`src/hdl/pin_mux_defs.svh`:
```
// constants for the port a/b/c pin-function multiplexer
// assumes inclusion by bare name from the design files
`ifndef PIN_MUX_DEFS_SVH
`define PIN_MUX_DEFS_SVH

// interface_mode_config[1:0] encodings
`define IFM_PORTS 2'h0
`define IFM_RESERVED 2'h1
`define IFM_WAVEFORM 2'h2
`define IFM_SLAVE_FIFO 2'h3
// bit positions
`define PORTA_CFG_IRQ0 0
`define PORTA_CFG_IRQ1 1
`define PORTA_CFG_FLAG 7
`define POL_FIFO_OE 4
`define POL_PKT_COMMIT 5
`define WAKE_ENABLE 1
`define WAKE_POLARITY 4
`define WAKE_PIN_SELECT 7
`define PORTA_OE_WAKE 3
`define EP_FIFO_WORDWIDE 0
// reset values
`define PORT_RESET 8'h00

`endif

```
`src/hdl/pin_mux_pkg.sv`:
```
// types shared by the pin multiplexer files
// assumes the constants header for field positions
package pin_mux_pkg;

    // per-port pin triple as seen by a design port
    typedef struct packed {
        logic [7:0] in;
        logic [7:0] out;
        logic [7:0] oe;
    } port_pins_t;

    // decoded slave-fifo inputs after polarity and chip-select gating
    typedef struct packed {
        logic read_oe;
        logic [1:0] select;
        logic commit;
        logic chip_sel;
    } fifo_ctrl_t;

    typedef enum logic [1:0] {
        WAKE_IDLE,
        WAKE_ARMED,
        WAKE_FIRED
    } wake_state_t;

endpackage : pin_mux_pkg

```
`src/hdl/port_abc_pin_function_mux.sv`:
```
// pin-function multiplexer for ports a, b, c, plus the port d high byte selection
// assumes pins are synchronous; pads resolve out/oe outside
// What this block does
// - unselected port a/b/c pins are plain bidirectional port bits
// - porta_alt_config bit 0 routes pin a0 to external irq zero
// - irq zero edge triggered when its trigger type is 1, else level
// - porta_alt_config bit 1 routes pin a1 to irq one, same triggering
// - slave fifo mode: pin a2 is fifo read output enable, polarity bit 4
// - pin a3 is second wake input when wake bit 7 is set and oe bit 3 is clear
// - suspended with wake enabled: pin transition restarts and interrupts
// - enabled wake pin held asserted blocks suspend entry
// - slave fifo mode: pins a4, a5 are input fifo select bits
// - slave fifo mode: pin a6 is packet commit, polarity bit 5
// - pin a7 is port bit, fifo status flag or fifo chip select
// - inactive chip select masks all other slave fifo enables and strobes
// - fifo or waveform mode: port b is fifo data bus low byte
// - port c bits 0..2 drive waveform address when configured
// - port c bits 3..7 likewise drive waveform address bits
// - port d is data high byte only in fifo/waveform mode and word wide
`timescale 1ns/1ps
`include "pin_mux_defs.svh"
module port_abc_pin_function_mux
    import pin_mux_pkg::*;
#(
    parameter int WIDTH = 8
) (
    // clock and reset
    input wire logic core_clk_i,
    input wire logic rst_i,
    // configuration bits
    input wire logic [1:0] interface_mode_config_i,
    input wire logic [7:0] porta_alt_config_i,
    input wire logic [7:0] portc_alt_config_i,
    input wire logic [7:0] fifo_pin_polarity_i,
    input wire logic [7:0] wakeup_config_i,
    input wire logic [7:0] endpoint_fifo_config_i,
    input wire logic irq_zero_trigger_type_i,
    input wire logic irq_one_trigger_type_i,
    input wire logic suspended_i,
    // general-purpose port registers from the core
    input wire logic [WIDTH-1:0] porta_out_i,
    input wire logic [WIDTH-1:0] porta_output_enable_i,
    input wire logic [WIDTH-1:0] portb_out_i,
    input wire logic [WIDTH-1:0] portb_oe_i,
    input wire logic [WIDTH-1:0] portc_out_i,
    input wire logic [WIDTH-1:0] portc_oe_i,
    output logic [WIDTH-1:0] porta_in_o,
    output logic [WIDTH-1:0] portb_in_o,
    output logic [WIDTH-1:0] portc_in_o,
    // fifo / waveform engine side
    input wire logic [WIDTH-1:0] fifo_data_out_i,
    input wire logic fifo_data_drive_i,
    input wire logic fifo_status_flag_four_i,
    input wire logic [WIDTH-1:0] waveform_addr_out_i,
    output logic [WIDTH-1:0] fifo_data_bus_o,
    output fifo_ctrl_t fifo_ctrl_o,
    output logic fifo_mode_o,
    output logic data_wide_o,
    // interrupt and wake
    output logic irq_zero_req_o,
    output logic irq_one_req_o,
    output logic wake_request_o,
    output logic suspend_inhibit_o,
    // pads
    input wire logic [WIDTH-1:0] pa_pin_i,
    output logic [WIDTH-1:0] pa_pin_o,
    output logic [WIDTH-1:0] pa_pin_oe_o,
    input wire logic [WIDTH-1:0] pb_pin_i,
    output logic [WIDTH-1:0] pb_pin_o,
    output logic [WIDTH-1:0] pb_pin_oe_o,
    input wire logic [WIDTH-1:0] pc_pin_i,
    output logic [WIDTH-1:0] pc_pin_o,
    output logic [WIDTH-1:0] pc_pin_oe_o
);

    ////////////////////////////////////////////////////////////////////////
    // mode decode
    logic slave_fifo;
    logic bus_mode;
    logic irq0_sel;
    logic irq1_sel;
    logic wake_sel;
    logic flag_sel;
    logic cs_sel;
    logic wake_active;
    logic [WIDTH-1:0] a_alt;

    assign slave_fifo = interface_mode_config_i == `IFM_SLAVE_FIFO;
    assign bus_mode = interface_mode_config_i[1];
    assign irq0_sel = porta_alt_config_i[`PORTA_CFG_IRQ0];
    assign irq1_sel = porta_alt_config_i[`PORTA_CFG_IRQ1];
    // wake input needs the pin select bit and the pin left undriven
    assign wake_sel = wakeup_config_i[`WAKE_PIN_SELECT]
        & ~porta_output_enable_i[`PORTA_OE_WAKE];
    assign wake_active = wake_sel & wakeup_config_i[`WAKE_ENABLE];
    // chip select wins over the flag when both would apply
    assign cs_sel = slave_fifo & porta_alt_config_i[`PORTA_CFG_FLAG];
    assign flag_sel = ~cs_sel & (slave_fifo | bus_mode)
        & porta_alt_config_i[`PORTA_CFG_FLAG];
    assign fifo_mode_o = slave_fifo;
    // port d is not muxed here, only its selection
    assign data_wide_o = bus_mode
        & endpoint_fifo_config_i[`EP_FIFO_WORDWIDE];

    always_comb begin
        a_alt = '0;
        a_alt[0] = irq0_sel;
        a_alt[1] = irq1_sel;
        a_alt[2] = slave_fifo;
        a_alt[3] = wake_sel;
        a_alt[4] = slave_fifo;
        a_alt[5] = slave_fifo;
        a_alt[6] = slave_fifo;
        a_alt[7] = cs_sel | flag_sel;
    end

    ////////////////////////////////////////////////////////////////////////
    // pad drive: alternate inputs never drive, flag and buses do
    generate
        for (genvar i = 0; i < WIDTH; i++) begin : g_pins
            always_comb begin
                pa_pin_o[i] = porta_out_i[i];
                pa_pin_oe_o[i] = porta_output_enable_i[i] & ~a_alt[i];
                if (i == 7 && flag_sel) begin
                    pa_pin_o[i] = fifo_status_flag_four_i;
                    pa_pin_oe_o[i] = 1'b1;
                end
                if (bus_mode) begin
                    pb_pin_o[i] = fifo_data_out_i[i];
                    pb_pin_oe_o[i] = fifo_data_drive_i;
                end else begin
                    pb_pin_o[i] = portb_out_i[i];
                    pb_pin_oe_o[i] = portb_oe_i[i];
                end
                if (portc_alt_config_i[i]) begin
                    pc_pin_o[i] = waveform_addr_out_i[i];
                    pc_pin_oe_o[i] = 1'b1;
                end else begin
                    pc_pin_o[i] = portc_out_i[i];
                    pc_pin_oe_o[i] = portc_oe_i[i];
                end
            end
        end
    endgenerate

    ////////////////////////////////////////////////////////////////////////
    // registered input capture
    fifo_ctrl_t next_ctrl;
    logic [WIDTH-1:0] next_fifo_data;

    always_comb begin
        next_ctrl = '0;
        next_fifo_data = bus_mode ? pb_pin_i : '0;
        if (slave_fifo) begin
            // chip select defaults active when not selected on the pin
            next_ctrl.chip_sel = cs_sel ? ~pa_pin_i[7] : 1'b1;
            if (next_ctrl.chip_sel) begin
                next_ctrl.read_oe = pa_pin_i[2]
                    ~^ fifo_pin_polarity_i[`POL_FIFO_OE];
                next_ctrl.select = pa_pin_i[5:4];
                next_ctrl.commit = pa_pin_i[6]
                    ~^ fifo_pin_polarity_i[`POL_PKT_COMMIT];
            end
        end
    end

    always_ff @(posedge core_clk_i or posedge rst_i) begin
        if (rst_i) begin
            fifo_ctrl_o <= '0;
            fifo_data_bus_o <= `PORT_RESET;
            porta_in_o <= `PORT_RESET;
            portb_in_o <= `PORT_RESET;
            portc_in_o <= `PORT_RESET;
        end else begin
            fifo_ctrl_o <= next_ctrl;
            fifo_data_bus_o <= next_fifo_data;
            porta_in_o <= pa_pin_i;
            portb_in_o <= pb_pin_i;
            portc_in_o <= pc_pin_i;
        end
    end

    ////////////////////////////////////////////////////////////////////////
    // interrupt and wake helpers
    irq_sense u_irq_zero (
        .core_clk_i(core_clk_i),
        .rst_i(rst_i),
        .enable_i(irq0_sel),
        .trigger_type_i(irq_zero_trigger_type_i),
        .irq_n_i(pa_pin_i[0]),
        .request_o(irq_zero_req_o)
    );

    irq_sense u_irq_one (
        .core_clk_i(core_clk_i),
        .rst_i(rst_i),
        .enable_i(irq1_sel),
        .trigger_type_i(irq_one_trigger_type_i),
        .irq_n_i(pa_pin_i[1]),
        .request_o(irq_one_req_o)
    );

    wake_detect u_wake (
        .core_clk_i(core_clk_i),
        .rst_i(rst_i),
        .active_i(wake_active),
        .polarity_i(wakeup_config_i[`WAKE_POLARITY]),
        .suspended_i(suspended_i),
        .pin_i(pa_pin_i[3]),
        .wake_request_o(wake_request_o),
        .inhibit_o(suspend_inhibit_o)
    );

    ////////////////////////////////////////////////////////////////////////
    // checks
    property p_irq0_level;
        @(posedge core_clk_i) disable iff (rst_i)
        (irq0_sel && !irq_zero_trigger_type_i && !pa_pin_i[0])
            |=> irq_zero_req_o;
    endproperty
    a_irq0_level: assert property (p_irq0_level)
        else $error("irq0 level");

    property p_irq1_off;
        @(posedge core_clk_i) disable iff (rst_i)
        !irq1_sel |=> !irq_one_req_o;
    endproperty
    a_irq1_off: assert property (p_irq1_off)
        else $error("irq1 unselected");

    property p_a_inputs;
        @(posedge core_clk_i) disable iff (rst_i)
        slave_fifo |-> (pa_pin_oe_o[6:4] == 3'h0) && !pa_pin_oe_o[2];
    endproperty
    a_a_inputs: assert property (p_a_inputs)
        else $error("fifo input driven");

    property p_oe_pol;
        @(posedge core_clk_i) disable iff (rst_i)
        (slave_fifo && !cs_sel) |=> fifo_ctrl_o.read_oe
            == ($past(pa_pin_i[2]) ~^ $past(fifo_pin_polarity_i[4]));
    endproperty
    a_oe_pol: assert property (p_oe_pol)
        else $error("read oe polarity");

    property p_commit_pol;
        @(posedge core_clk_i) disable iff (rst_i)
        (slave_fifo && !cs_sel) |=> fifo_ctrl_o.commit
            == ($past(pa_pin_i[6]) ~^ $past(fifo_pin_polarity_i[5]));
    endproperty
    a_commit_pol: assert property (p_commit_pol)
        else $error("commit pol");

    property p_cs_gate;
        @(posedge core_clk_i) disable iff (rst_i)
        (cs_sel && pa_pin_i[7]) |=> (fifo_ctrl_o == '0);
    endproperty
    a_cs_gate: assert property (p_cs_gate)
        else $error("cs not gating");

    property p_flag_out;
        @(posedge core_clk_i) disable iff (rst_i)
        flag_sel |-> pa_pin_oe_o[7] && pa_pin_o[7] == fifo_status_flag_four_i;
    endproperty
    a_flag_out: assert property (p_flag_out)
        else $error("flag not driven");

    property p_portb_bus;
        @(posedge core_clk_i) disable iff (rst_i)
        bus_mode |-> pb_pin_oe_o == {WIDTH{fifo_data_drive_i}}
            && pb_pin_o == fifo_data_out_i;
    endproperty
    a_portb_bus: assert property (p_portb_bus)
        else $error("port b bus");

    property p_portc_addr;
        @(posedge core_clk_i) disable iff (rst_i)
        ((pc_pin_o & portc_alt_config_i)
            == (waveform_addr_out_i & portc_alt_config_i))
            && ((pc_pin_oe_o & portc_alt_config_i) == portc_alt_config_i);
    endproperty
    a_portc_addr: assert property (p_portc_addr)
        else $error("port c addr");

    property p_wide;
        @(posedge core_clk_i) disable iff (rst_i)
        data_wide_o |-> interface_mode_config_i[1]
            && endpoint_fifo_config_i[0];
    endproperty
    a_wide: assert property (p_wide) else $error("wide select");

    property p_inhibit;
        @(posedge core_clk_i) disable iff (rst_i)
        (wake_active && (pa_pin_i[3] == wakeup_config_i[4]))
            |-> suspend_inhibit_o;
    endproperty
    a_inhibit: assert property (p_inhibit) else $error("no inhibit");

    property p_reset_in;
        @(posedge core_clk_i)
        $fell(rst_i) |-> !fifo_ctrl_o.chip_sel && !irq_zero_req_o;
    endproperty
    a_reset_in: assert property (p_reset_in)
        else $error("reset state");

    c_slave: cover property (@(posedge core_clk_i) disable iff (rst_i)
        slave_fifo && fifo_ctrl_o.commit);
    c_cs_block: cover property (@(posedge core_clk_i) disable iff (rst_i)
        cs_sel && pa_pin_i[7]);
    c_waveform: cover property (@(posedge core_clk_i) disable iff (rst_i)
        portc_alt_config_i == 8'hff && bus_mode);

endmodule : port_abc_pin_function_mux

```
`src/hdl/irq_sense.sv`:
```
// one external interrupt input, edge or level sensed
// assumes the pin is already synchronous to core_clk_i
`timescale 1ns/1ps
`include "pin_mux_defs.svh"
module irq_sense (
    // clock and reset
    input wire logic core_clk_i,
    input wire logic rst_i,
    // control
    input wire logic enable_i,
    input wire logic trigger_type_i,
    input wire logic irq_n_i,
    // request
    output logic request_o
);
    logic last_n;
    logic next_last_n;
    logic next_request;

    always_comb begin
        next_last_n = enable_i ? irq_n_i : 1'b1;
        next_request = 1'b0;
        if (enable_i) begin
            if (trigger_type_i) begin
                // falling edge only
                next_request = last_n & ~irq_n_i;
            end else begin
                next_request = ~irq_n_i;
            end
        end
    end

    always_ff @(posedge core_clk_i or posedge rst_i) begin
        if (rst_i) begin
            last_n <= 1'b1;
            request_o <= 1'b0;
        end else begin
            last_n <= next_last_n;
            request_o <= next_request;
        end
    end

    property p_edge_req;
        @(posedge core_clk_i) disable iff (rst_i)
        (enable_i && trigger_type_i && last_n && !irq_n_i) |=> request_o;
    endproperty
    a_edge_req: assert property (p_edge_req)
        else $error("edge irq lost");

    property p_edge_once;
        @(posedge core_clk_i) disable iff (rst_i)
        (trigger_type_i && $stable(trigger_type_i) && $past(enable_i)
            && !$past(irq_n_i) && !irq_n_i) |=> !request_o;
    endproperty
    a_edge_once: assert property (p_edge_once)
        else $error("edge repeated");

    c_level: cover property (@(posedge core_clk_i) disable iff (rst_i)
        !trigger_type_i && request_o);
endmodule : irq_sense

```
`src/hdl/wake_detect.sv`:
```
// second wake source: pin transition detect and suspend inhibit
// assumes suspended_i is a level from the power controller
`timescale 1ns/1ps
`include "pin_mux_defs.svh"
module wake_detect
    import pin_mux_pkg::*;
(
    // clock and reset
    input wire logic core_clk_i,
    input wire logic rst_i,
    // control
    input wire logic active_i,
    input wire logic polarity_i,
    input wire logic suspended_i,
    input wire logic pin_i,
    // results
    output logic wake_request_o,
    output logic inhibit_o
);
    wake_state_t state;
    wake_state_t next_state;
    logic last_pin;
    logic next_last_pin;
    logic next_wake;
    logic asserted;

    assign asserted = pin_i ^ ~polarity_i;
    // inhibit is combinational so suspend entry sees it at once
    assign inhibit_o = active_i & asserted;

    always_comb begin
        next_state = state;
        next_wake = 1'b0;
        next_last_pin = pin_i;
        case (state)
            WAKE_IDLE: begin
                if (active_i && suspended_i) begin
                    next_state = WAKE_ARMED;
                end
            end
            WAKE_ARMED: begin
                if (!active_i || !suspended_i) begin
                    next_state = WAKE_IDLE;
                end else if (pin_i != last_pin) begin
                    next_state = WAKE_FIRED;
                    next_wake = 1'b1;
                end
            end
            WAKE_FIRED: begin
                if (!suspended_i) begin
                    next_state = WAKE_IDLE;
                end
            end
            default: next_state = WAKE_IDLE;
        endcase
    end

    always_ff @(posedge core_clk_i or posedge rst_i) begin
        if (rst_i) begin
            state <= WAKE_IDLE;
            last_pin <= 1'b0;
            wake_request_o <= 1'b0;
        end else begin
            state <= next_state;
            last_pin <= next_last_pin;
            wake_request_o <= next_wake;
        end
    end

    property p_wake;
        @(posedge core_clk_i) disable iff (rst_i)
        (state == WAKE_ARMED && active_i && suspended_i && $changed(pin_i))
            |=> wake_request_o;
    endproperty
    a_wake: assert property (p_wake) else $error("wake missed");

    property p_no_wake_awake;
        @(posedge core_clk_i) disable iff (rst_i)
        !$past(suspended_i) |-> !wake_request_o;
    endproperty
    a_no_wake_awake: assert property (p_no_wake_awake)
        else $error("wake while awake");

    c_wake: cover property (@(posedge core_clk_i) disable iff (rst_i)
        wake_request_o);
endmodule : wake_detect

```
`config.mk`:
```
export PLATFORM = sky130hd
export DESIGN_NAME = port_abc_pin_function_mux
export DESIGN_NICKNAME = d
export VERILOG_FILES = /design/src/hdl/pin_mux_pkg.sv /design/src/hdl/port_abc_pin_function_mux.sv /design/src/hdl/irq_sense.sv /design/src/hdl/wake_detect.sv
export VERILOG_INCLUDE_DIRS = /design/src /design/src/hdl
export SDC_FILE = /design/constraint.sdc
export NUM_CORES = 1
export LEC_CHECK = 0
export BUFFER_PORTS_ARGS = -buffer_cell sky130_fd_sc_hd__buf_2
export CAP_MARGIN = 20
export CORE_AREA = 5 5 85 87
export CTS_CLUSTER_DIAMETER = 200
export DETAILED_ROUTE_END_ITERATION = 16
export DIE_AREA = 0 0 90 92
export PLACE_DENSITY = 0.74
export SYNTH_ARGS = -nofsm -noshare
export SYNTH_HDL_FRONTEND = slang
export SYNTH_HIERARCHICAL = 1
export SYNTH_SLANG_ARGS = --single-unit
```
`constraint.sdc`:
```
create_clock -name core_clk_i -period 1.1 [get_ports core_clk_i]
set_clock_uncertainty 0.05 [all_clocks]
set_input_delay 0.11 -clock core_clk_i [delete_from_list [all_inputs] [get_ports core_clk_i]]
set_output_delay 0.11 -clock core_clk_i [all_outputs]
set_load 0.005 [all_outputs]
```
==> results of run 1 <==
-- stage by stage --
| step | hold slack [ns] | cell area [um^2] | power (mW) | setup WS [ns] |
|---|---|---|---|---|
| 6_report | 0.02937 | 3279 | 3.660 | 0.05456 |
| 3_3_place_gp | -0.04840 | 2877 | 2.429 | 0.05160 |
| 2_1_floorplan | -0.1995 | 1859 | 2.039 | 0.1074 |
| 4_1_cts | 0.01410 | 3274 | 3.729 | 0.04882 |
| 5_1_grt | 0.02581 | 3279 | 3.862 | 0.001669 |
| 3_5_place_dp | -0.04434 | 2877 | 2.443 | 0.05039 |
-- layout make-up --
| type | count | share of cell area |
|---|---|---|
| timing repair buffer | 224 | 0.3937 |
| clock buffer | 6 | 0.02213 |
| sequential | 45 | 0.3441 |
| clock inverter | 2 | 0.01068 |
| multi-input combinational | 74 | 0.1816 |
| inverter | 16 | 0.01831 |
| tap | 77 | 0.02938 |
-- cell families after synthesis --
kind of cell              after synthesis
AOI/OAI and AO/OA                      13
xor gates and xnor gates                4
buffers and inverters                  27
DFF                                    45
muxes                                  17
and+or+nand+nor                        40
-- what timing repair did --
action / in CTS / in global routing
hold endpoints to repair: 80 / 0
resized for setup: 0 / 1
hold buffers: 29 / 0
endpoints found under the setup margin: 0 / 1
-- power groups by stage --
stage	clock network (mW)	registers, mW	logic, mW
finish	1.17	1.75	0.734
global route	1.28	1.76	0.819
CTS	1.24	1.75	0.743
detailed placement	0	1.78	0.659
global placement	0	1.78	0.648
floorplan	0	1.80	0.242
-- flip-flops by register name, summed over array words and instances (netlist names) --
register and flops:
u_wake/wake_request_o 1, fifo_data_bus_o 8, portc_in_o 8, u_wake/last_pin 1
u_irq_zero/last_n 1, u_irq_one/last_n 1, u_wake/state 2, u_irq_one/request_o 1
u_irq_zero/request_o 1, portb_in_o 8, porta_in_o 8, fifo_ctrl_o 5
-- layer usage --
| metal | share of wire | up-vias | GRT usage |
|---|---|---|---|
| met5 | 0 | - | 0 |
| met4 | 0.020 | 0 | 0.05211 |
| met3 | 0.11 | 13 | 0.05728 |
| met2 | 0.52 | 122 | 0.2707 |
| met1 | 0.35 | 839 | 0.1538 |
| li1 | - | 892 | - |
-- placed cells by master (no fill, tap or decap), types with 2 or more instances in the layout --
cell                              n
sky130_fd_sc_hd__nand3b_1         2
sky130_fd_sc_hd__nand2_1          2
sky130_fd_sc_hd__nor3b_1          2
sky130_fd_sc_hd__and2_1          15
sky130_fd_sc_hd__nand2b_4         2
sky130_fd_sc_hd__buf_4            4
sky130_fd_sc_hd__a21oi_2          2
sky130_fd_sc_hd__mux2_2          16
sky130_fd_sc_hd__xnor2_1          2
sky130_fd_sc_hd__clkbuf_8         5
sky130_fd_sc_hd__inv_1           16
sky130_fd_sc_hd__dfrtp_1         43
sky130_fd_sc_hd__nor2b_1          2
sky130_fd_sc_hd__or2_2            8
sky130_fd_sc_hd__dfstp_2          2
sky130_fd_sc_hd__nor3_1           3
sky130_fd_sc_hd__buf_2          190
sky130_fd_sc_hd__o21ai_0          8
sky130_fd_sc_hd__dlygate4sd3_1   29
sky130_fd_sc_hd__xor2_1           2
-- worst min-delay path, delay by kind of cell --
family	cells	cell delay (ns)
AND/OR/NAND/NOR	1	0.07
AO/OA/AOI/OAI	1	0.07
buffers and inverters	1	0.09
-- path summary, 6_finish.rpt --
path,end,cells after the start
max in group asynchronous,porta_in_o[5]$_DFF_PP0_,4
setup / recovery,fifo_ctrl_o[2]$_DFF_PP0_,4
setup reg to reg,u_wake/state[1]$_DFFE_PP0P_,2
hold / removal,u_wake/state[1]$_DFFE_PP0P_,3
hold reg to reg,u_irq_zero/request_o$_DFF_PP0_,2
min in group asynchronous,u_irq_one/request_o$_DFF_PP0_,3
==> impl_results.html, run 1 <==
<table>
<tr><th>Metric</th><th>Value</th></tr>
<tr><th colspan="2">Power</th></tr>
<tr><td>Net switching power</td><td>813.7 uW</td></tr>
<tr><td>Clock network power share</td><td>0.321</td></tr>
<tr><td>Logic pwr share</td><td>0.200</td></tr>
<tr><td>Part of the total power dissipated in sequential elements</td><td>0.479</td></tr>
<tr><td>Leakage power total</td><td>1.843 nW</td></tr>
<tr><td>Maximum vdd drop</td><td>0.8287 mV</td></tr>
<tr><td>Switching Fraction</td><td>0.2223</td></tr>
<tr><td>Pwr Density</td><td>1116 nW/um^2</td></tr>
<tr><td>Internal power contribution</td><td>2.847 mW</td></tr>
<tr><th colspan="2">Synthesis</th></tr>
<tr><td>Basic-gate share of the synthesized area counting and, or, nand and nor cells</td><td>0.1480</td></tr>
<tr><td>Share of flip-flops with an asynchronous set or reset after synthesis</td><td>1.000</td></tr>
<tr><td>Area share of the largest cell type after synthesis</td><td>0.5787</td></tr>
<tr><td>EDFF count, synth</td><td>0</td></tr>
<tr><td>Synth Area in XOR/XNOR</td><td>0.01884</td></tr>
<tr><td>Combined area of all synthesized cells</td><td>1859 um^2</td></tr>
<tr><td>Fraction of the yosys area taken by sequential cells</td><td>0.6070</td></tr>
<tr><td>Biggest area contributors in the synthesized netlist</td><td>sky130_fd_sc_hd__dfrtp_1 (58%), sky130_fd_sc_hd__mux2_2 (9.7%), sky130_fd_sc_hd__and2_1 (5.0%), sky130_fd_sc_hd__buf_4 (3.2%), sky130_fd_sc_hd__inv_1 (3.2%)</td></tr>
<tr><td>Cell type with the largest total area after synthesis</td><td>sky130_fd_sc_hd__dfrtp_1</td></tr>
<tr><td>Main flop type after synthesis</td><td>sky130_fd_sc_hd__dfrtp_1</td></tr>
<tr><td>Number of instances in the synthesized netlist</td><td>146</td></tr>
<tr><td>Largest family of logic cells by synthesized area</td><td>simple AND/OR/NAND/NOR gates</td></tr>
<tr><td>Synthesized Nets</td><td>283</td></tr>
<tr><td>Count of state elements after synthesis</td><td>45</td></tr>
<tr><td>Leading cell type by number of instances after synthesis</td><td>sky130_fd_sc_hd__dfrtp_1</td></tr>
<tr><td>Post-synthesis compound-gate area fraction</td><td>0.04576</td></tr>
<tr><td>Proportion of synthesized area in mux cells</td><td>0.1050</td></tr>
<tr><td>Count of cell types in the netlist</td><td>28</td></tr>
<tr><td>Adder-cell share of the synthesized area</td><td>0</td></tr>
<tr><td>Average size of a mapped cell</td><td>12.73 um^2</td></tr>
<tr><td>Number of warnings reported in the yosys synthesis log</td><td>6</td></tr>
<tr><td>Leading post-synthesis cells by instance count</td><td>sky130_fd_sc_hd__dfrtp_1 (43), sky130_fd_sc_hd__inv_1 (16), sky130_fd_sc_hd__mux2_2 (16)</td></tr>
<tr><th colspan="2">Die</th></tr>
<tr><td>Initial standard-cell utilization of the core</td><td>0.2962</td></tr>
<tr><td>Floorplan die width</td><td>90 um</td></tr>
<tr><td>Die height</td><td>92 um</td></tr>
<tr><td>Placeable core region</td><td>6277 um^2</td></tr>
<tr><td># rows</td><td>29</td></tr>
<tr><td>Die footprint</td><td>8280 um^2</td></tr>
<tr><td>I/O pin count</td><td>228</td></tr>
<tr><th colspan="2">Timing</th></tr>
<tr><td>Max-slew violation count</td><td>0</td></tr>
<tr><td>Period utilization</td><td>0.9504</td></tr>
<tr><td>Worst slew slack as a fraction of its limit</td><td>0.8412</td></tr>
<tr><td>Achievable frequency</td><td>956.5 MHz</td></tr>
<tr><td>Pin slew with the least headroom to its limit</td><td>0.2366 ns</td></tr>
<tr><td>Number of failing hold endpoints at the final stage</td><td>0</td></tr>
<tr><td>Setup TNS</td><td>0 ns</td></tr>
<tr><td>Minimum clock period</td><td>1.045 ns</td></tr>
<tr><td>Final-report setup violation count</td><td>0</td></tr>
<tr><td>Unrepaired setup endpoints after global routing</td><td>no</td></tr>
<tr><th colspan="2">Clock tree</th></tr>
<tr><td>Root buf cell</td><td>sky130_fd_sc_hd__clkbuf_8</td></tr>
<tr><td>TritonCTS clock tree</td><td>yes</td></tr>
<tr><td># clock sinks</td><td>45</td></tr>
<tr><td>Clock buffer count from CTS</td><td>5</td></tr>
<tr><td>H-tree depth</td><td>2</td></tr>
<tr><td>Clock transition time at the flip-flop clock pins of the worst setup and hold paths</td><td>0.08 ns</td></tr>
<tr><td>Buffers from clock root to sink, at most</td><td>2</td></tr>
<tr><td>Setup Buffers After CTS</td><td>0</td></tr>
<tr><td>Source-to-sink clock delay at the later pin of the worst-skew pair</td><td>0.29 ns</td></tr>
<tr><th colspan="2">Worst setup path</th></tr>
<tr><td>Number of buffers and inverters on the critical path</td><td>2</td></tr>
<tr><td>Chain of cells forming the critical path</td><td>dlygate4sd3_1 -&gt; buf_2 -&gt; and2_1 -&gt; nor3b_1</td></tr>
<tr><td>Maximum fanout along the worst path</td><td>5</td></tr>
<tr><td>Type of origin of the critical path</td><td>input port</td></tr>
<tr><td>Critical Path RT</td><td>1.25 ns</td></tr>
<tr><td>Crit-path max cell delay</td><td>0.53 ns</td></tr>
<tr><td>Arrival time of the worst setup path</td><td>1.20 ns</td></tr>
<tr><td>Beginning of the worst register-to-register path</td><td>u_wake/state[1]$_DFFE_PP0P_</td></tr>
<tr><td>Worst path slowest cell</td><td>sky130_fd_sc_hd__dlygate4sd3_1</td></tr>
<tr><td>Launching element of the worst setup path</td><td>pa_pin_i[7]</td></tr>
<tr><td>Reg-to-reg slack, setup</td><td>0.16 ns</td></tr>
<tr><td>Endpoint class of the critical path</td><td>flop</td></tr>
<tr><td>Type of the setup path with the least slack</td><td>input port to flop</td></tr>
<tr><td>CP delay by family, top</td><td>buffers and inverters</td></tr>
<tr><th colspan="2">Worst hold path</th></tr>
<tr><td>Critical hold path startpoint</td><td>suspended_i</td></tr>
<tr><td>Class of the tightest hold or removal check</td><td>input port to flop</td></tr>
<tr><th colspan="2">Cells and area</th></tr>
<tr><td>Diodes inserted</td><td>0</td></tr>
<tr><td>Net total in the final layout</td><td>503</td></tr>
<tr><td>Area Overhead vs Synth</td><td>76.38%</td></tr>
<tr><td>Finished Core Util</td><td>0.5224</td></tr>
<tr><td>Share of layout cells above drive strength 1</td><td>0.6458</td></tr>
<tr><td>Count of fill cells added during filler insertion</td><td>565</td></tr>
<tr><td>Area used by multi-input combinational logic</td><td>595.6 um^2</td></tr>
<tr><td>FF/Latch Area</td><td>1129 um^2</td></tr>
<tr><td>Filler-free cell count of the finished design</td><td>444</td></tr>
<tr><th colspan="2">Placed design</th></tr>
<tr><td>PortBufs</td><td>190</td></tr>
<tr><td>Final GP Congestion</td><td>0.8045</td></tr>
<tr><td>Inst Count DP</td><td>407</td></tr>
<tr><td>Half-perimeter wire length of the detailed placement result</td><td>5.067 mm</td></tr>
<tr><th colspan="2">Job</th></tr>
<tr><td>Maximum capacitance violations</td><td>0</td></tr>
<tr><th colspan="2">Drt</th></tr>
<tr><td>Wirelength, routed</td><td>6.338 mm</td></tr>
<tr><td>Vias after detailed routing</td><td>1866</td></tr>
<tr><td>Antenna Nets Post-Route</td><td>0</td></tr>
<tr><td>Number of detailed-routing iterations run before antenna repair</td><td>4</td></tr>
<tr><td>DRC violations left</td><td>0</td></tr>
<tr><td>Detailed router's first-iteration violation count</td><td>37</td></tr>
<tr><td>Via density per instance</td><td>4.203</td></tr>
<tr><td>Drt wl/cell</td><td>14.27 um</td></tr>
<tr><th colspan="2">GRT</th></tr>
<tr><td>Antenna violations before repair</td><td>0</td></tr>
<tr><td>Final global-route overflow total</td><td>0</td></tr>
<tr><td>Maximum number of pins on one net before global-route repair</td><td>36</td></tr>
<tr><td>Global-route wire length before repair</td><td>9.915 mm</td></tr>
<tr><td>Number of global-route vias before repair</td><td>1960</td></tr>
<tr><td>Overall track demand over capacity in global routing</td><td>0.1479</td></tr>
<tr><th colspan="2">Status</th></tr>
<tr><td>Result of the run</td><td>complete, no violations</td></tr>
</table>
No activity file was read; power rests on OpenSTA's default activity.
==> run 2, diff against run 1 <==
Settings changed: RECOVER_POWER set to 25.
Clock period 1.1 ns to 1 ns, I/O delays scaled along.
==> impl_results.html, run 2 (synthesis gave the netlist of run 1 again) <==
<table>
<tr><th>Metric</th><th>Value</th></tr>
<tr><th colspan="2">Drt</th></tr>
<tr><td>Wirelength, routed</td><td>6.399 mm</td></tr>
<tr><td>Via density per instance</td><td>4.206</td></tr>
<tr><td>Detailed router's first-iteration violation count</td><td>45</td></tr>
<tr><td>Drt wl/cell</td><td>14.35 um</td></tr>
<tr><td>Number of detailed-routing iterations run before antenna repair</td><td>4</td></tr>
<tr><td>DRC violations left</td><td>0</td></tr>
<tr><td>Vias after detailed routing</td><td>1876</td></tr>
<tr><td>Antenna Nets Post-Route</td><td>0</td></tr>
<tr><th colspan="2">Clock tree</th></tr>
<tr><td>Clock buffer count from CTS</td><td>5</td></tr>
<tr><td>Setup Buffers After CTS</td><td>0</td></tr>
<tr><td>Clock transition time at the flip-flop clock pins of the worst setup and hold paths</td><td>0.08 ns</td></tr>
<tr><td># clock sinks</td><td>45</td></tr>
<tr><td>TritonCTS clock tree</td><td>yes</td></tr>
<tr><td>Root buf cell</td><td>sky130_fd_sc_hd__clkbuf_8</td></tr>
<tr><td>Source-to-sink clock delay at the later pin of the worst-skew pair</td><td>0.30 ns</td></tr>
<tr><td>Buffers from clock root to sink, at most</td><td>2</td></tr>
<tr><td>H-tree depth</td><td>2</td></tr>
<tr><th colspan="2">Worst setup path</th></tr>
<tr><td>Type of the setup path with the least slack</td><td>input port to output port</td></tr>
<tr><td>Endpoint class of the critical path</td><td>output port</td></tr>
<tr><td>Beginning of the worst register-to-register path</td><td>u_wake/state[1]$_DFFE_PP0P_</td></tr>
<tr><td>Maximum fanout along the worst path</td><td>3</td></tr>
<tr><td>Crit-path max cell delay</td><td>0.30 ns</td></tr>
<tr><td>Worst path slowest cell</td><td>sky130_fd_sc_hd__mux2_4</td></tr>
<tr><td>Chain of cells forming the critical path</td><td>buf_4 -&gt; buf_4 -&gt; nand3b_4 -&gt; mux2_4 -&gt; buf_6</td></tr>
<tr><td>Critical Path RT</td><td>0.85 ns</td></tr>
<tr><td>Arrival time of the worst setup path</td><td>0.84 ns</td></tr>
<tr><td>Cell type with the highest occurrence count on the critical path</td><td>sky130_fd_sc_hd__buf_4</td></tr>
<tr><td>Launching element of the worst setup path</td><td>interface_mode_config_i[1]</td></tr>
<tr><td>Type of origin of the critical path</td><td>input port</td></tr>
<tr><th colspan="2">Job</th></tr>
<tr><td>Maximum capacitance violations</td><td>0</td></tr>
<tr><th colspan="2">GRT</th></tr>
<tr><td>Maximum number of pins on one net before global-route repair</td><td>36</td></tr>
<tr><td>Global-route wire length before repair</td><td>10.14 mm</td></tr>
<tr><td>Overall track demand over capacity in global routing</td><td>0.1517</td></tr>
<tr><td>Number of global-route vias before repair</td><td>2080</td></tr>
<tr><td>Antenna violations before repair</td><td>0</td></tr>
<tr><td>Final global-route overflow total</td><td>0</td></tr>
<tr><th colspan="2">Status</th></tr>
<tr><td>Result of the run</td><td>complete, no violations</td></tr>
<tr><th colspan="2">Power</th></tr>
<tr><td>Leakage power total</td><td>1.819 nW</td></tr>
<tr><td>Power consumption</td><td>3.833 mW</td></tr>
<tr><td>Pwr Density</td><td>1166 nW/um^2</td></tr>
<tr><td>Maximum vdd drop</td><td>1.170 mV</td></tr>
<tr><th colspan="2">Worst hold path</th></tr>
<tr><td>Class of the tightest hold or removal check</td><td>input port to flop</td></tr>
<tr><td>Critical hold path startpoint</td><td>fifo_pin_polarity_i[5]</td></tr>
<tr><th colspan="2">Die</th></tr>
<tr><td># rows</td><td>29</td></tr>
<tr><td>Placeable core region</td><td>6277 um^2</td></tr>
<tr><td>I/O pin count</td><td>228</td></tr>
<tr><td>Die height</td><td>92 um</td></tr>
<tr><td>Initial standard-cell utilization of the core</td><td>0.2962</td></tr>
<tr><td>Die footprint</td><td>8280 um^2</td></tr>
<tr><td>Floorplan die width</td><td>90 um</td></tr>
<tr><th colspan="2">Cells and area</th></tr>
<tr><td>Diodes inserted</td><td>0</td></tr>
<tr><td>Filler-free cell count of the finished design</td><td>446</td></tr>
<tr><td>Area Overhead vs Synth</td><td>76.85%</td></tr>
<tr><td>Most frequent cells in the layout</td><td>sky130_fd_sc_hd__buf_2 (177), sky130_fd_sc_hd__dfrtp_1 (43), sky130_fd_sc_hd__dlygate4sd3_1 (30)</td></tr>
<tr><td>Count of fill cells added during filler insertion</td><td>563</td></tr>
<tr><td>Finished Core Util</td><td>0.5238</td></tr>
<tr><td>FF/Latch Area</td><td>1129 um^2</td></tr>
<tr><td>Share of layout cells above drive strength 1</td><td>0.6206</td></tr>
<tr><td>Most common cell after layout, fill and taps aside</td><td>sky130_fd_sc_hd__buf_2</td></tr>
<tr><td>Area used by multi-input combinational logic</td><td>601.8 um^2</td></tr>
<tr><td>Net total in the final layout</td><td>505</td></tr>
<tr><th colspan="2">Placed design</th></tr>
<tr><td>Final GP Congestion</td><td>0.8007</td></tr>
<tr><td>PortBufs</td><td>190</td></tr>
<tr><td>Inst Count DP</td><td>408</td></tr>
<tr><td>Half-perimeter wire length of the detailed placement result</td><td>5.098 mm</td></tr>
<tr><td>Post-placement worst setup slack</td><td>-0.02438 ns</td></tr>
<tr><th colspan="2">Timing</th></tr>
<tr><td>Pin slew with the least headroom to its limit</td><td>0.2666 ns</td></tr>
<tr><td>Minimum clock period</td><td>0.9889 ns</td></tr>
<tr><td>Setup TNS</td><td>0 ns</td></tr>
<tr><td>Number of failing hold endpoints at the final stage</td><td>0</td></tr>
<tr><td>Worst slew slack as a fraction of its limit</td><td>0.8222</td></tr>
<tr><td>Achievable frequency</td><td>1011 MHz</td></tr>
<tr><td>Min setup slack post-route</td><td>0.01111 ns</td></tr>
<tr><td>Max-slew violation count</td><td>0</td></tr>
<tr><td>Final-report setup violation count</td><td>0</td></tr>
<tr><td>Period utilization</td><td>0.9889</td></tr>
<tr><td>Unrepaired setup endpoints after global routing</td><td>yes</td></tr>
</table>
## run 2: cell count changes in the layout (fill, tap and decap cells not counted), sizes merged
cell         previous run  this run
buf                   195       187
bufinv                  1         0
clkbuf                  6        14
clkinvlp                0         1
dlygate4sd3            29        30
inv                    16        17
## run 2: metrics by stage
stage	hold slack [ns]	cell area (um^2)
floorplan	-0.2095	1859
global placement	-0.05978	2884
detailed placement	-0.05519	2884
CTS	0.03560	3278
global route	0.07568	3288
finish	0.06460	3288
## run 2: layout make-up
cell class | count | share of cell area
clock buffers | 5 | 0.02093
clock inverters | 3 | 0.006469
inverters | 16 | 0.01826
multi-input cells | 74 | 0.1830
flip-flops and latches | 45 | 0.3432
well taps | 77 | 0.02930
repair buffers | 226 | 0.3988
## run 2: what timing repair did
action,in CTS,in global routing
pin swaps,0,0
endpoints found under the hold margin,83,0
hold buffers,30,0
gates resized for setup,1,6
gates cloned,0,0
setup endpoints to repair,5,21
## run 2: critical path: cells and delay by family
kind | cells | cell delay, ns
AND/OR/NAND/NOR | 1 | 0.07
multiplexers | 1 | 0.30
buffers and inverters | 3 | 0.36
## run 2: final timing paths
check | end | slack [ns] | cells past startpoint
max | pa_pin_o[7] | 0.01 | 5
max in group asynchronous | portb_in_o[2]$_DFF_PP0_ | 0.28 | 4
max reg2reg | u_wake/state[0]$_DFFE_PP0P_ | 0.08 | 2
min in group asynchronous | u_irq_zero/request_o$_DFF_PP0_ | 0.20 | 3
min reg2reg | u_irq_zero/request_o$_DFF_PP0_ | 0.44 | 2
min | fifo_ctrl_o[1]$_DFF_PP0_ | 0.06 | 3
## run 2: routing by layer
layer	up-vias	wire (um)	global-route usage
met4	0	219	0.06824
met5	-	0	0
met3	24	765	0.06137
li1	898	-	-
met1	833	2111	0.1506
met2	121	3302	0.2768
## run 2: where the power goes
| group | switching (mW) | leakage (nW) | total (mW) | internal, mW |
|---|---|---|---|---|
| clock network | 0.589 | 0.0445 | 1.08 | 0.495 |
| logic | 0.329 | 1.22 | 0.821 | 0.492 |
| registers | 0.0220 | 0.551 | 1.93 | 1.91 |
| total | 0.940 | 1.82 | 3.83 | 2.89 |
==> run 3, diff against run 2 <==
Settings changed: CORE_AREA 5 5 85 87 to 5 5 86 88, DIE_AREA 0 0 90 92 to 0 0 91 93, PLACE_DENSITY 0.74 to 0.72.
Clock period 1 ns to 1.2 ns, I/O delays scaled along.
==> impl_results.html, run 3 (synthesis gave the netlist of run 1 again) <==
<table>
<tr><th>Metric</th><th>Value</th></tr>
<tr><th colspan="2">Status</th></tr>
<tr><td>Result of the run</td><td>complete, no violations</td></tr>
<tr><th colspan="2">Timing</th></tr>
<tr><td>Minimum clock period</td><td>1.112 ns</td></tr>
<tr><td>Achievable frequency</td><td>899.0 MHz</td></tr>
<tr><td>Final-report setup violation count</td><td>0</td></tr>
<tr><td>Number of failing hold endpoints at the final stage</td><td>0</td></tr>
<tr><td>Worst slew slack as a fraction of its limit</td><td>0.7935</td></tr>
<tr><td>Setup TNS</td><td>0 ns</td></tr>
<tr><td>Max-slew violation count</td><td>0</td></tr>
<tr><td>Min setup slack post-route</td><td>0.08769 ns</td></tr>
<tr><td>Unrepaired setup endpoints after global routing</td><td>no</td></tr>
<tr><td>Pin slew with the least headroom to its limit</td><td>0.3098 ns</td></tr>
<tr><td>Period utilization</td><td>0.9269</td></tr>
<tr><th colspan="2">Worst setup path</th></tr>
<tr><td>Maximum fanout along the worst path</td><td>2</td></tr>
<tr><td>Worst path slowest cell</td><td>sky130_fd_sc_hd__dlygate4sd3_1</td></tr>
<tr><td>Endpoint class of the critical path</td><td>output port</td></tr>
<tr><td>Critical Path RT</td><td>1.03 ns</td></tr>
<tr><td>Type of origin of the critical path</td><td>input port</td></tr>
<tr><td>Chain of cells forming the critical path</td><td>dlygate4sd3_1 -&gt; nor2b_1 -&gt; buf_2</td></tr>
<tr><td>Arrival time of the worst setup path</td><td>0.94 ns</td></tr>
<tr><td>Type of the setup path with the least slack</td><td>input port to output port</td></tr>
<tr><td>Crit-path max cell delay</td><td>0.59 ns</td></tr>
<tr><th colspan="2">Die</th></tr>
<tr><td>Die height</td><td>93 um</td></tr>
<tr><td>Initial standard-cell utilization of the core</td><td>0.2830</td></tr>
<tr><td>Floorplan die width</td><td>91 um</td></tr>
<tr><td># rows</td><td>30</td></tr>
<tr><td>I/O pin count</td><td>228</td></tr>
<tr><td>Placeable core region</td><td>6569 um^2</td></tr>
<tr><td>Die footprint</td><td>8463 um^2</td></tr>
<tr><th colspan="2">Power</th></tr>
<tr><td>Switching Fraction</td><td>0.2265</td></tr>
<tr><td>Pwr Density</td><td>1001 nW/um^2</td></tr>
<tr><td>Leakage power total</td><td>1.788 nW</td></tr>
<tr><td>Net switching power</td><td>730.4 uW</td></tr>
<tr><td>Maximum vdd drop</td><td>0.6563 mV</td></tr>
<tr><td>Power consumption</td><td>3.225 mW</td></tr>
<tr><td>Part of the total power dissipated in sequential elements</td><td>0.498</td></tr>
<tr><td>Logic pwr share</td><td>0.202</td></tr>
<tr><td>Internal power contribution</td><td>2.495 mW</td></tr>
<tr><td>Clock network power share</td><td>0.299</td></tr>
<tr><th colspan="2">Drt</th></tr>
<tr><td>Number of detailed-routing iterations run before antenna repair</td><td>4</td></tr>
<tr><td>Vias after detailed routing</td><td>1849</td></tr>
<tr><td>Detailed router's first-iteration violation count</td><td>28</td></tr>
<tr><td>Drt wl/cell</td><td>14.24 um</td></tr>
<tr><td>Wirelength, routed</td><td>6.324 mm</td></tr>
<tr><td>Via density per instance</td><td>4.164</td></tr>
<tr><td>Antenna Nets Post-Route</td><td>0</td></tr>
<tr><td>DRC violations left</td><td>0</td></tr>
<tr><th colspan="2">Clock tree</th></tr>
<tr><td>H-tree depth</td><td>2</td></tr>
<tr><td>TritonCTS clock tree</td><td>yes</td></tr>
<tr><td>Resized Gates After CTS</td><td>0</td></tr>
<tr><td>Buffers from clock root to sink, at most</td><td>2</td></tr>
<tr><td>Clock buffer count from CTS</td><td>5</td></tr>
<tr><td>Clock transition time at the flip-flop clock pins of the worst setup and hold paths</td><td>0.07 ns</td></tr>
<tr><td>Source-to-sink clock delay at the later pin of the worst-skew pair</td><td>0.28 ns</td></tr>
<tr><td>Root buf cell</td><td>sky130_fd_sc_hd__clkbuf_8</td></tr>
<tr><td>Setup Buffers After CTS</td><td>0</td></tr>
<tr><td># clock sinks</td><td>45</td></tr>
<tr><th colspan="2">Placed design</th></tr>
<tr><td>Half-perimeter wire length of the detailed placement result</td><td>5.276 mm</td></tr>
<tr><td>Final GP Congestion</td><td>0.7653</td></tr>
<tr><td>Post-placement worst setup slack</td><td>0.09281 ns</td></tr>
<tr><td>PortBufs</td><td>190</td></tr>
<tr><th colspan="2">GRT</th></tr>
<tr><td>Number of global-route vias before repair</td><td>2070</td></tr>
<tr><td>Antenna violations before repair</td><td>0</td></tr>
<tr><td>Maximum number of pins on one net before global-route repair</td><td>26</td></tr>
<tr><td>Global-route wire length before repair</td><td>10.03 mm</td></tr>
<tr><td>Final global-route overflow total</td><td>0</td></tr>
<tr><td>Overall track demand over capacity in global routing</td><td>0.1450</td></tr>
<tr><th colspan="2">Cells and area</th></tr>
<tr><td>Area used by multi-input combinational logic</td><td>590.6 um^2</td></tr>
<tr><td>FF/Latch Area</td><td>1129 um^2</td></tr>
<tr><td>Most frequent cells in the layout</td><td>sky130_fd_sc_hd__buf_2 (176), sky130_fd_sc_hd__dfrtp_1 (43), sky130_fd_sc_hd__dlygate4sd3_1 (29)</td></tr>
<tr><td>Net total in the final layout</td><td>500</td></tr>
<tr><td>Share of layout cells above drive strength 1</td><td>0.6154</td></tr>
<tr><td>Most common cell after layout, fill and taps aside</td><td>sky130_fd_sc_hd__buf_2</td></tr>
<tr><td>Area Overhead vs Synth</td><td>73.35%</td></tr>
<tr><td>Diodes inserted</td><td>0</td></tr>
<tr><td>Count of fill cells added during filler insertion</td><td>620</td></tr>
<tr><th colspan="2">Job</th></tr>
<tr><td>Maximum capacitance violations</td><td>0</td></tr>
<tr><th colspan="2">Worst hold path</th></tr>
<tr><td>Class of the tightest hold or removal check</td><td>input port to flop</td></tr>
</table>
[run 3: per-stage QoR]
stage / area (um^2) / util / cells / hold slack, ns
2_1_floorplan: 1859 / - / 146 / -0.1895
3_3_place_gp: 2853 / 0.4343 / 408 / -0.04525
3_5_place_dp: 2853 / 0.4343 / 408 / -0.04492
4_1_cts: 3244 / 0.4939 / 445 / 0.03329
5_1_grt: 3223 / 0.4907 / 444 / 0.04240
6_report: 3223 / 0.4907 / 444 / 0.04267
[run 3: power by group through the flow]
stage / sequential, mW / clock [mW] / combinational [mW]
detailed placement: 1.64 / 0 / 0.595
global placement: 1.63 / 0 / 0.584
global route: 1.62 / 1.08 / 0.728
CTS: 1.61 / 1.03 / 0.672
floorplan: 1.65 / 0 / 0.222
finish: 1.61 / 0.966 / 0.653
[run 3: area by class of cell]
type / instances / area share
inverters: 16 / 0.01863
well taps: 80 / 0.03106
repair buffers: 221 / 0.3855
multi-input cells: 74 / 0.1832
clock inverters: 1 / 0.001553
clock buffers: 7 / 0.02989
flip-flops and latches: 45 / 0.3502
[run 3: final timing paths]
| path | start | endpoint | slack (ns) | depth (start not counted) |
|---|---|---|---|---|
| min reg2reg | u_irq_one/last_n$_DFF_PP1_ | u_irq_one/request_o$_DFF_PP0_ | 0.45 | 2 |
| min in group asynchronous | rst_i | u_irq_one/request_o$_DFF_PP0_ | 0.22 | 3 |
| min | suspended_i | u_wake/state[1]$_DFFE_PP0P_ | 0.04 | 3 |
| max in group asynchronous | rst_i | fifo_data_bus_o[5]$_DFF_PP0_ | 0.41 | 4 |
| max reg2reg | u_wake/state[1]$_DFFE_PP0P_ | u_wake/state[1]$_DFFE_PP0P_ | 0.26 | 2 |
| max | porta_alt_config_i[1] | pa_pin_oe_o[1] | 0.09 | 3 |
[run 3: worst max-delay path, delay by kind of cell]
| kind | cells | cell delay, ns |
|---|---|---|
| buffers and inverters | 2 | 0.70 |
| and+or+nand+nor | 1 | 0.11 |
[run 3: per-layer routing]
layer,track usage,vias up,share of wire
met4,0.05990,0,0.029
met5,0,-,0
met2,0.2566,106,0.52
li1,-,888,-
met1,0.1474,834,0.32
met3,0.06597,21,0.13
[run 3: timing repair]
item                                    in CTS  in global routing
hold endpoints to repair                    77                  0
endpoints found under the setup margin       0                  1
hold buffers                                29                  0
